$ cat config.mk
export PLATFORM = sky130hd
export DESIGN_NAME = egc_global_config_regs
export DESIGN_NICKNAME = d
export VERILOG_FILES = /design/src/rtl/egc_pkg.sv /design/src/rtl/egc_timer_if.sv /design/src/rtl/egc_global_config_regs.sv /design/src/rtl/egc_port_timer.sv
export SDC_FILE = /design/constraint.sdc
export NUM_CORES = 1
export LEC_CHECK = 0
export ABC_AREA = 1
export BUFFER_PORTS_ARGS = -buffer_cell sky130_fd_sc_hd__buf_2
export CAP_MARGIN = 20
export CORE_ASPECT_RATIO = 0.6
export CORE_MARGIN = 2
export CORE_UTILIZATION = 40
export CTS_BUF_LIST = sky130_fd_sc_hd__clkbuf_2 sky130_fd_sc_hd__clkbuf_4 sky130_fd_sc_hd__clkbuf_8
export CTS_CLUSTER_SIZE = 30
export DETAILED_ROUTE_END_ITERATION = 12
export HOLD_SLACK_MARGIN = 0.06
export SYNTH_ARGS = -nofsm -noshare
export SYNTH_HDL_FRONTEND = slang
export SYNTH_SLANG_ARGS = --single-unit
$ cat constraint.sdc
create_clock -name clk -period 8.4 [get_ports clk]
set_input_delay 2.52 -clock clk [delete_from_list [all_inputs] [get_ports clk]]
set_output_delay 2.52 -clock clk [all_outputs]
set_load 0.05 [all_outputs]
$ cat src/rtl/egc_pkg.sv
// Constants and types for the global EEE configuration register bank
package egc_pkg;
    // ----------------------------------------------------------------
    // Directly addressed registers
    // ----------------------------------------------------------------
    localparam logic [7:0] EGC_ADDR_CTRL = 8'h6E;
    localparam logic [7:0] EGC_ADDR_OFS = 8'h6F;
    localparam logic [7:0] EGC_ADDR_DATA = 8'hA0;
    // Indirect control fields
    localparam int EGC_TSEL_HI = 7;
    localparam int EGC_TSEL_LO = 5;
    localparam int EGC_GRP_HI = 3;
    localparam int EGC_GRP_LO = 0;
    localparam logic [2:0] EGC_TABLE_EEE = 3'h1;
    localparam logic [3:0] EGC_GROUP_GLOBAL = 4'h0;
    // ----------------------------------------------------------------
    // Indirect byte offsets, even byte is the high half
    // ----------------------------------------------------------------
    localparam logic [7:0] EGC_OFS_WAIT_HI = 8'h32;
    localparam logic [7:0] EGC_OFS_WAIT_LO = 8'h33;
    localparam logic [7:0] EGC_OFS_NP_HI = 8'h34;
    localparam logic [7:0] EGC_OFS_NP_LO = 8'h35;
    localparam logic [7:0] EGC_OFS_MINIDLE_HI = 8'h36;
    localparam logic [7:0] EGC_OFS_MINIDLE_LO = 8'h37;
    localparam logic [7:0] EGC_OFS_WAKE_HI = 8'h38;
    localparam logic [7:0] EGC_OFS_WAKE_LO = 8'h39;
    localparam logic [7:0] EGC_OFS_PCS_HI = 8'h3A;
    localparam logic [7:0] EGC_OFS_PCS_LO = 8'h3B;
    // Reset and fixed values
    localparam logic [15:0] EGC_WAIT_RST = 16'h0010;
    localparam logic [3:0] EGC_NP_RST = 4'hF;
    localparam logic [11:0] EGC_NP_RSVD = 12'h680;
    localparam logic [15:0] EGC_MINIDLE_VAL = 16'h0000;
    localparam logic [15:0] EGC_WAKE_LIMIT = 16'h0201;
    localparam logic [15:0] EGC_PCS_VAL = 16'h0001;
    // ----------------------------------------------------------------
    // Timing
    // ----------------------------------------------------------------
    localparam int EGC_NPORTS = 4;
    localparam int EGC_CLK_MHZ = 100;
    localparam int EGC_UNIT_US = 1300;
    localparam int EGC_UNIT_CYC = EGC_UNIT_US * EGC_CLK_MHZ;
    localparam int EGC_WAKE_UNIT_NS = 10;
    localparam int EGC_WAKE_CYC = (EGC_WAKE_UNIT_NS * EGC_CLK_MHZ + 999) / 1000;
    // Wake-up meter states
    typedef enum logic [0:0] {EGC_WK_IDLE, EGC_WK_MEASURE} egc_wake_state_t;
endpackage

$ cat src/rtl/egc_timer_if.sv
// Per-port link between the register bank and one port timer
`timescale 1ns/1ps
interface egc_timer_if;
    logic unit_tick;
    logic wake_tick;
    logic eee_en;
    logic [15:0] wait_val;
    logic [15:0] wake_limit;
    logic queue_empty;
    logic queue_push;
    logic idle_exit;
    logic phy_ready;
    logic idle_req;
    logic wake_err;
    // Register bank side
    modport ctrl (output unit_tick, wake_tick, eee_en, wait_val, wake_limit, queue_empty,
        queue_push, idle_exit, phy_ready, input idle_req, wake_err);
    // Port timer side
    modport timer (input unit_tick, wake_tick, eee_en, wait_val, wake_limit, queue_empty,
        queue_push, idle_exit, phy_ready, output idle_req, wake_err);
endinterface // egc_timer_if

$ cat src/rtl/egc_global_config_regs.sv
// Global EEE configuration registers behind an indirect byte window
`timescale 1ns/1ps
module egc_global_config_regs #(
    parameter int NPORTS = egc_pkg::EGC_NPORTS,
    parameter int UNIT_CYC = egc_pkg::EGC_UNIT_CYC
) (
    // Clock and reset
    input wire logic clk,
    input wire logic sys_rst,
    // Byte register port
    input wire logic [7:0] reg_addr,
    input wire logic [7:0] reg_wdata,
    input wire logic reg_wr,
    input wire logic reg_rd,
    output logic [7:0] reg_rdata,
    output logic reg_rvalid,
    // Port status
    input wire logic eee_100_en,
    input wire logic [NPORTS-1:0] transmit_queue_empty,
    input wire logic [NPORTS-1:0] transmit_queue_push,
    input wire logic [NPORTS-1:0] low_power_idle_exit,
    input wire logic [NPORTS-1:0] phy_ready,
    // Controls and counters
    output logic [NPORTS-1:0] low_power_idle_req,
    output logic [NPORTS-1:0] next_page_en,
    output logic [15:0] wake_err_count
);
    import egc_pkg::*;

    localparam int UW = $clog2(UNIT_CYC);
    localparam int WW = $clog2(EGC_WAKE_CYC + 1);
    localparam logic [UW-1:0] UNIT_LAST = UW'(UNIT_CYC - 1);
    localparam logic [WW-1:0] WAKE_LAST = WW'(EGC_WAKE_CYC - 1);

    // ----------------------------------------------------------------
    // Register file
    // ----------------------------------------------------------------
    logic [7:0] ctrl_q, ctrl_d;
    logic [7:0] ofs_q, ofs_d;
    logic [15:0] wait_q, wait_d;
    logic [3:0] np_q, np_d;
    logic [7:0] rdata_q, rdata_d;
    logic rvalid_q, rvalid_d;
    logic sel;
    logic [7:0] win_byte;

    // Window open only for EEE table and global group
    assign sel = ctrl_q[EGC_TSEL_HI:EGC_TSEL_LO] == EGC_TABLE_EEE
        && ctrl_q[EGC_GRP_HI:EGC_GRP_LO] == EGC_GROUP_GLOBAL;

    // Byte seen through the data window
    always_comb begin
        win_byte = 8'h00;
        if (sel) begin
            case (ofs_q)
                EGC_OFS_WAIT_HI: win_byte = wait_q[15:8];
                EGC_OFS_WAIT_LO: win_byte = wait_q[7:0];
                EGC_OFS_NP_HI: win_byte = EGC_NP_RSVD[11:4];
                EGC_OFS_NP_LO: win_byte = {EGC_NP_RSVD[3:0], np_q};
                EGC_OFS_MINIDLE_HI: win_byte = EGC_MINIDLE_VAL[15:8];
                EGC_OFS_MINIDLE_LO: win_byte = EGC_MINIDLE_VAL[7:0];
                EGC_OFS_WAKE_HI: win_byte = EGC_WAKE_LIMIT[15:8];
                EGC_OFS_WAKE_LO: win_byte = EGC_WAKE_LIMIT[7:0];
                EGC_OFS_PCS_HI: win_byte = EGC_PCS_VAL[15:8];
                EGC_OFS_PCS_LO: win_byte = EGC_PCS_VAL[7:0];
                default: win_byte = 8'h00;
            endcase
        end
    end

    // Writes and read answers; wake limit and reserved bytes ignore writes
    always_comb begin
        ctrl_d = ctrl_q;
        ofs_d = ofs_q;
        wait_d = wait_q;
        np_d = np_q;
        rdata_d = rdata_q;
        rvalid_d = reg_rd;
        if (reg_wr) begin
            case (reg_addr)
                EGC_ADDR_CTRL: ctrl_d = reg_wdata;
                EGC_ADDR_OFS: ofs_d = reg_wdata;
                EGC_ADDR_DATA: begin
                    if (sel) begin
                        case (ofs_q)
                            EGC_OFS_WAIT_HI: wait_d[15:8] = reg_wdata;
                            EGC_OFS_WAIT_LO: wait_d[7:0] = reg_wdata;
                            EGC_OFS_NP_LO: np_d = reg_wdata[3:0];
                            default: wait_d = wait_q;
                        endcase
                    end
                end
                default: ctrl_d = ctrl_q;
            endcase
        end
        if (reg_rd) begin
            case (reg_addr)
                EGC_ADDR_CTRL: rdata_d = ctrl_q;
                EGC_ADDR_OFS: rdata_d = ofs_q;
                EGC_ADDR_DATA: rdata_d = win_byte;
                default: rdata_d = 8'h00;
            endcase
        end
    end

    always_ff @(posedge clk) begin
        if (sys_rst) begin
            ctrl_q <= 8'h00;
            ofs_q <= 8'h00;
            wait_q <= EGC_WAIT_RST;
            np_q <= EGC_NP_RST;
            rdata_q <= 8'h00;
            rvalid_q <= 1'b0;
        end else begin
            ctrl_q <= ctrl_d;
            ofs_q <= ofs_d;
            wait_q <= wait_d;
            np_q <= np_d;
            rdata_q <= rdata_d;
            rvalid_q <= rvalid_d;
        end
    end

    assign reg_rdata = rdata_q;
    assign reg_rvalid = rvalid_q;
    assign next_page_en = np_q;

    // ----------------------------------------------------------------
    // Time-base dividers
    // ----------------------------------------------------------------
    logic [UW-1:0] ucnt_q, ucnt_d;
    logic [WW-1:0] wcnt_q, wcnt_d;
    logic utick_q, utick_d, wtick_q, wtick_d;

    // One pulse per idle unit and per wake unit
    always_comb begin
        utick_d = (ucnt_q == UNIT_LAST);
        ucnt_d = utick_d ? '0 : ucnt_q + UW'(1);
        wtick_d = (wcnt_q == WAKE_LAST);
        wcnt_d = wtick_d ? '0 : wcnt_q + WW'(1);
    end

    always_ff @(posedge clk) begin
        if (sys_rst) begin
            ucnt_q <= '0;
            wcnt_q <= '0;
            utick_q <= 1'b0;
            wtick_q <= 1'b0;
        end else begin
            ucnt_q <= ucnt_d;
            wcnt_q <= wcnt_d;
            utick_q <= utick_d;
            wtick_q <= wtick_d;
        end
    end

    // ----------------------------------------------------------------
    // Port timers
    // ----------------------------------------------------------------
    logic [NPORTS-1:0] req_w, err_w;

    // One timer per port, all sharing the single wait setting
    for (genvar p = 0; p < NPORTS; p++) begin : g_port
        egc_timer_if tif ();
        assign tif.unit_tick = utick_q;
        assign tif.wake_tick = wtick_q;
        assign tif.eee_en = eee_100_en;
        assign tif.wait_val = wait_q;
        assign tif.wake_limit = EGC_WAKE_LIMIT;
        assign tif.queue_empty = transmit_queue_empty[p];
        assign tif.queue_push = transmit_queue_push[p];
        assign tif.idle_exit = low_power_idle_exit[p];
        assign tif.phy_ready = phy_ready[p];
        assign req_w[p] = tif.idle_req;
        assign err_w[p] = tif.wake_err;
        egc_port_timer u_timer (
            .clk(clk),
            .sys_rst(sys_rst),
            .tif(tif.timer)
        );
    end

    // ----------------------------------------------------------------
    // Requests and wake-up error counter
    // ----------------------------------------------------------------
    logic [NPORTS-1:0] req_q;
    logic [15:0] errc_q, errc_d;

    // Saturating sum of wake errors from all ports
    always_comb begin
        errc_d = errc_q;
        for (int i = 0; i < NPORTS; i++) begin
            if (err_w[i] && errc_d != 16'hFFFF) begin
                errc_d = errc_d + 16'h0001;
            end
        end
    end

    always_ff @(posedge clk) begin
        if (sys_rst) begin
            req_q <= '0;
            errc_q <= 16'h0000;
        end else begin
            req_q <= req_w;
            errc_q <= errc_d;
        end
    end

    assign low_power_idle_req = req_q;
    assign wake_err_count = errc_q;
endmodule // egc_global_config_regs

$ cat src/rtl/egc_port_timer.sv
// Per-port empty-queue idle timer and PHY wake-up meter
`timescale 1ns/1ps
module egc_port_timer (
    // Clock and reset
    input wire logic clk,
    input wire logic sys_rst,
    // Link to the register bank
    egc_timer_if.timer tif
);
    import egc_pkg::*;

    // ----------------------------------------------------------------
    // Empty-queue idle timer
    // ----------------------------------------------------------------
    logic [15:0] idle_q, idle_d;
    logic req_q, req_d;

    // Count unit ticks while queue empty, request once past the wait
    always_comb begin
        idle_d = idle_q;
        req_d = req_q;
        if (!tif.eee_en || tif.queue_push || !tif.queue_empty) begin
            idle_d = '0;
            req_d = 1'b0;
        end else begin
            if (tif.unit_tick && idle_q != 16'hFFFF) begin
                idle_d = idle_q + 16'h0001;
            end
            if (idle_q > tif.wait_val) begin
                req_d = 1'b1;
            end
        end
    end

    always_ff @(posedge clk) begin
        if (sys_rst) begin
            idle_q <= '0;
            req_q <= 1'b0;
        end else begin
            idle_q <= idle_d;
            req_q <= req_d;
        end
    end

    assign tif.idle_req = req_q;

    // ----------------------------------------------------------------
    // Wake-up meter
    // ----------------------------------------------------------------
    egc_wake_state_t st_q, st_d;
    logic [15:0] wcnt_q, wcnt_d;
    logic err_q, err_d;

    // Time from idle exit to PHY ready, flag once past the limit
    always_comb begin
        st_d = st_q;
        wcnt_d = wcnt_q;
        err_d = 1'b0;
        case (st_q)
            EGC_WK_IDLE: begin
                if (tif.idle_exit) begin
                    st_d = EGC_WK_MEASURE;
                    wcnt_d = '0;
                end
            end
            EGC_WK_MEASURE: begin
                if (tif.phy_ready) begin
                    st_d = EGC_WK_IDLE;
                end else if (tif.wake_tick && wcnt_q != 16'hFFFF) begin
                    wcnt_d = wcnt_q + 16'h0001;
                    err_d = (wcnt_q == tif.wake_limit);
                end
            end
            default: st_d = EGC_WK_IDLE;
        endcase
    end

    always_ff @(posedge clk) begin
        if (sys_rst) begin
            st_q <= EGC_WK_IDLE;
            wcnt_q <= '0;
            err_q <= 1'b0;
        end else begin
            st_q <= st_d;
            wcnt_q <= wcnt_d;
            err_q <= err_d;
        end
    end

    assign tif.wake_err = err_q;
endmodule // egc_port_timer

Yosys cells after proc, flatten, opt, wreduce, memory -nomap -nowiden
Index checks and enable logic that the tools add are counted.
Widths: inputs -> output; s select.
- input bits: 37
- output and inout bits: 33
- flip-flop bits (word level): 225
- bitwise operators: 9
- reduce and logical (&&, ||, !) cells: 47
- equal/unequal tests: 40
- order comparisons: 4
- add/sub/neg operators: 14
- mux-type cells: 35
- operator list (cell ; count):
    $mux 16 ; 16
    $add 16x1->16 const B ; 12
    $ne 16x16->1 const B ; 12
    $pmux 16 s2 ; 4
    $eq 16x10->1 const B ; 4
    $gt 16x16->1 ; 4
    $eq 8x6->1 const B ; 7
    $pmux 8 s6 ; 1
    $ne 2x2->1 const B ; 12
    $pmux 8 s3 ; 1
    $add 17x1->17 const B ; 1
    $eq 17x17->1 const B ; 1
    $eq 8x7->1 const B ; 2
    $reduce_or 4->1 ; 4
    $reduce_or 2->1 ; 7
    $logic_and 1x1->1 ; 13
    $reduce_and 3->1 ; 4
    $reduce_and 4->1 ; 3
    $not 1->1 ; 9
    $eq 8x8->1 const B ; 1
    $logic_or 1x1->1 ; 8
    $mux 1 ; 8
    $mux 8 ; 1
    $pmux 1 s2 ; 4
    5 further kinds ; 10

Logic depth before layout (Yosys ltp)
- depth after elaboration: 12
- gate-level depth with buffers: 35
- mapped depth without buffers: 33

Hierarchy
Synthesis repeated with hierarchy kept, for this count alone.
- cell total of the unflattened synthesis: 2691
- area total of the unflattened synthesis: 16651.0 um^2
- modules (own cells, without submodules) (module ; instances ; area an instance (um^2) ; cells each):
    egc_port_timer (g_port[0].u_timer ...) ; 3 ; 2597.5 ; 407
    egc_global_config_regs ; 1 ; 6282.3 ; 1065
    egc_port_timer (g_port[3].u_timer) ; 1 ; 2576.2 ; 405

Least setup slack after synthesis
Ideal clock, no wire load.
- path type: register to register
- start point: register errc_q[0] (netlist: wake_err_count[0])
- end point: register errc_q[10] (netlist: wake_err_count[10])
- required time: 8.272 ns
- stages on the path, launching flop included: 32
- setup time: 0.128 ns
- clock period less this slack: 4.519 ns
- arrival time: 4.392 ns
- slack: 3.881 ns
- buffers on the path: 3
- cells stage by stage: dfxtp_1 -> ha_1 -> inv_2 -> nor2_4 -> nand2_2 -> o21ai_4 -> buf_6 -> nand2_1 -> nand2_1 -> ha_1 -> nand2_2 -> nor2_8 -> nand2_2 -> nand2_4 -> nand2_4 -> buf_6 -> o21ai_2 -> ha_1 -> nand3_1 -> nor2_2 -> nand3_4 -> buf_6 -> nand3_2 -> nand2_2 -> nor2_4 -> nand2_4 -> nor2_8 -> nand3_4 -> nand2_1 -> nand2_1 -> nand2_1 -> nor2_1
- cells in the longest elaborated chain, start to end: 12
- elaborated cells on any way between the ends: 16
- ends and longest elaborated chain (item ; RTL line ; text):
    start, declared ; egc_global_config_regs.sv:187 ; logic [15:0] errc_q, errc_d;
    start signal, assigned ; egc_global_config_regs.sv:205 ; errc_q <= errc_d;
    branches (longest 2 deep; another with $add 16x1->16) ; -- ;
    $mux 16 (*) ; egc_global_config_regs.sv:193 ; if (err_w[i] && errc_d != 16'hFFFF) begin
    branches (longest 2 deep; another with $add 16x1->16) ; -- ;
    $mux 16 (*) ; egc_global_config_regs.sv:193 ;
    branches (longest 2 deep; another with $add 16x1->16) ; -- ;
    $mux 16 (*) ; egc_global_config_regs.sv:193 ;
    branches (longest 2 deep; another with $add 16x1->16) ; -- ;
    $mux 16 (*) ; egc_global_config_regs.sv:193 ;
Mark *: on every way between the ends.
A chain may end at the register's enable or synchronous reset.

Worst setup path in the final report
Same ends and word-level chain as after synthesis.

==> metrics.txt <==
outcome complete, no violations; M3 GR Usage 0.0457; Unique masters post-synth 53; clk buf depth 3; Post-synth EDFFs 0; Core ar. ~0.035 mm2; Critical Path RT 8.82 ns; HP Class reg -> reg; clock latency on the worst-skew pair between 0.5 and 0.6 ns; met2 Use GR 0.296; wire per inst ~15 um; layout cells sized above 1 0.102; period utilization 0.639; Starting Density 0.404; Nets ~2300; CP endpoint kind flip-flop; die height 149 um; placed cell area roughly 0.015 mm2; Syn Nets 2250; synthesized instance count between 2000 and 2500; CP arrival between 5 and 6 ns; clk root buf clkbuf_8; Async SR Flop Fraction 0; first-pass GRT wire length 64.4 mm; number of global-route vias before repair 12319; CTS tree yes; setup violators final 0; placed wire-length estimate 31.8 mm; worst slew pin tran about 1.0 ns; gr busiest metal met1; final instance area about 0.016 mm2; clock slew at reported path FFs 0.06 ns; Power Density 136 mW/mm2; final worst path period need 5.37 ns; max frequency about 190 MHz; Vias 14101; DRC 0; pin count of the biggest net entering global routing 49; top_reg_cell synth dfxtp_1; sequential cell area 0.00450 mm2; router iterations before antenna repair 6; num ports 70; final core occ 0.449; initial antenna violation count 0; Hold Fails Final Rpt 0; area of the multi-input gates 0.00821 mm2; CTS Hold Bufs 0; Max Clock Skew between 0.02 and 0.025 ns; Post-Syn Area per Cell 6.61 um2; Worst path slowest cell nor2_1; clk sinks between 200 and 250; Post CTS Setup Buffer Count 0; unrepaired setup endpoints after global routing no; P_leak about 6.1 nW; Sum Neg Setup Slack 0 ns; GRT overflow 0; Filler Cell Count 3682; Synth Warn # 0; Worst path max stage delay 0.68 ns; Peak VDD IR 0.131 mV; Max Cap Viol 0; Seq/Total Area, Yosys 0.319; total wire length 40.7 mm; Max Fanout on Critical Path 26; # resized after CTS 0; die area 0.0368 mm2; commonest non-fill, non-tap cell in the layout nand2_1; met1 usage 0.340; Setup crit start kind flip-flop; area delta synth->final 11.2%; Max Slew Vio Count 0; CTS buffer count 38; Die Wd 246 um; post-synthesis register bit count approximately 230; Total Routing Usage GR 0.218; n_diodes 0; H-tree depth 2; Routability Congestion roughly 0.93; Rel. slew slack 0.320; most frequent cells in the layout nand2_1 (487), inv_1 (318), dfxtp_1 (225); ANT nets after route 0; kind of critical path reg -> reg; Vias/cell around 5.2; PortBufs 69; Initial DRC Count ~1100; mapped cell area 0.0141 mm2; row cnt 53; CP most frequent cell nand2_1
[registers in the layout, summed over array words and instances (netlist names), 4 cells and up]
signal and count:
g_port.u_timer.tif.idle_req 4, ofs_q 8, g_port.u_timer.tif.wake_err 4, g_port.tif.wait_val 16
low_power_idle_req 4, g_port.u_timer.st_q 4, g_port.u_timer.wcnt_q 64, reg_rdata 8
g_port.u_timer.idle_q 64, next_page_en 4, ctrl_q 8, wake_err_count 16
ucnt_q 17
[power breakdown]
part / switching, mW / total (mW) / internal (mW)
sequential: 0.00347 / 1.08 / 1.07
combinational: 0.0488 / 0.0680 / 0.0192
clock: 0.450 / 0.994 / 0.544
total: 0.503 / 2.14 / 1.64
[worst max-delay path, delay by kind of cell, from the launching register on]
| kind | cells | cell delay (ns) |
|---|---|---|
| and+or+nand+nor | 26 | 3.81 |
| adders and majority gates | 3 | 0.83 |
| DFF | 1 | 0.36 |
| buffers and inverters | 2 | 0.22 |
[cell usage after synthesis, types with 10 or more instances]
master,count,area (um2)
nor2_1,221,830
nand2_1,487,1830
nor4_1,42,263
nand3_1,127,636
clkbuf_1,18,67.6
dfxtp_1,225,4500
nand4_1,50,313
nor2_4,10,113
a21oi_1,172,861
nor2_2,15,93.8
ha_1,80,1000
xor2_1,12,105
inv_1,318,1190
a211oi_1,14,105
nor3_1,72,360
nand2_2,27,169
o21ai_0,108,541
[layer usage]
layer / up-vias / wire [um]
met5: - / 43
met4: 2 / 691
met3: 45 / 3020
met2: 404 / 15500
met1: 6410 / 21400
li1: 7240 / -
[cell type report]
type	instances	share of cell area
Inverter	327	0.0783
Clock inverter	7	0.00279
Clock buffer	57	0.0457
Sequential cell	225	0.287
Timing Repair Buffer	76	0.0251
Multi-Input combinational cell	1551	0.524
Tap cell	467	0.0373
[cell families after synthesis]
logic type / Yosys count / share of synthesized area
xor gates and xnor gates: 16 / 0.00994
AOI/OAI and AO/OA: 357 / 0.143
DFF: 225 / 0.319
other: 1 / 0.000266
and+or+nand+nor: 1097 / 0.358
buffers and inverters: 357 / 0.0986
adders and majority gates: 80 / 0.0710
[worst paths after layout]
check / startpoint / cells past startpoint / to / slack (ns)
min reg2reg: wcnt_q$_SDFF_PP0_ / 1 / g_port[0].tif.wake_tick$_SDFF_PP0_ / 0.38
min: wcnt_q$_SDFF_PP0_ / 1 / g_port[0].tif.wake_tick$_SDFF_PP0_ / 0.38
max reg2reg: wake_err_count[0]$_SDFF_PP0_ / 31 / wake_err_count[10]$_SDFF_PP0_ / 3.03
max: wake_err_count[0]$_SDFF_PP0_ / 31 / wake_err_count[10]$_SDFF_PP0_ / 3.03
[through the flow]
step	worst slack, ns	hold WS, ns	std cells	power, mW
global placement	3.27	0.373	2644	1.17
global route	2.55	0.390	2710	2.22
floorplan	3.88	0.368	2133	1.14
finish	3.03	0.380	2710	2.14
CTS	3.12	0.383	2708	2.17
detailed placement	3.15	0.375	2644	1.17
Note: power is estimated with default switching activity, not from simulation.
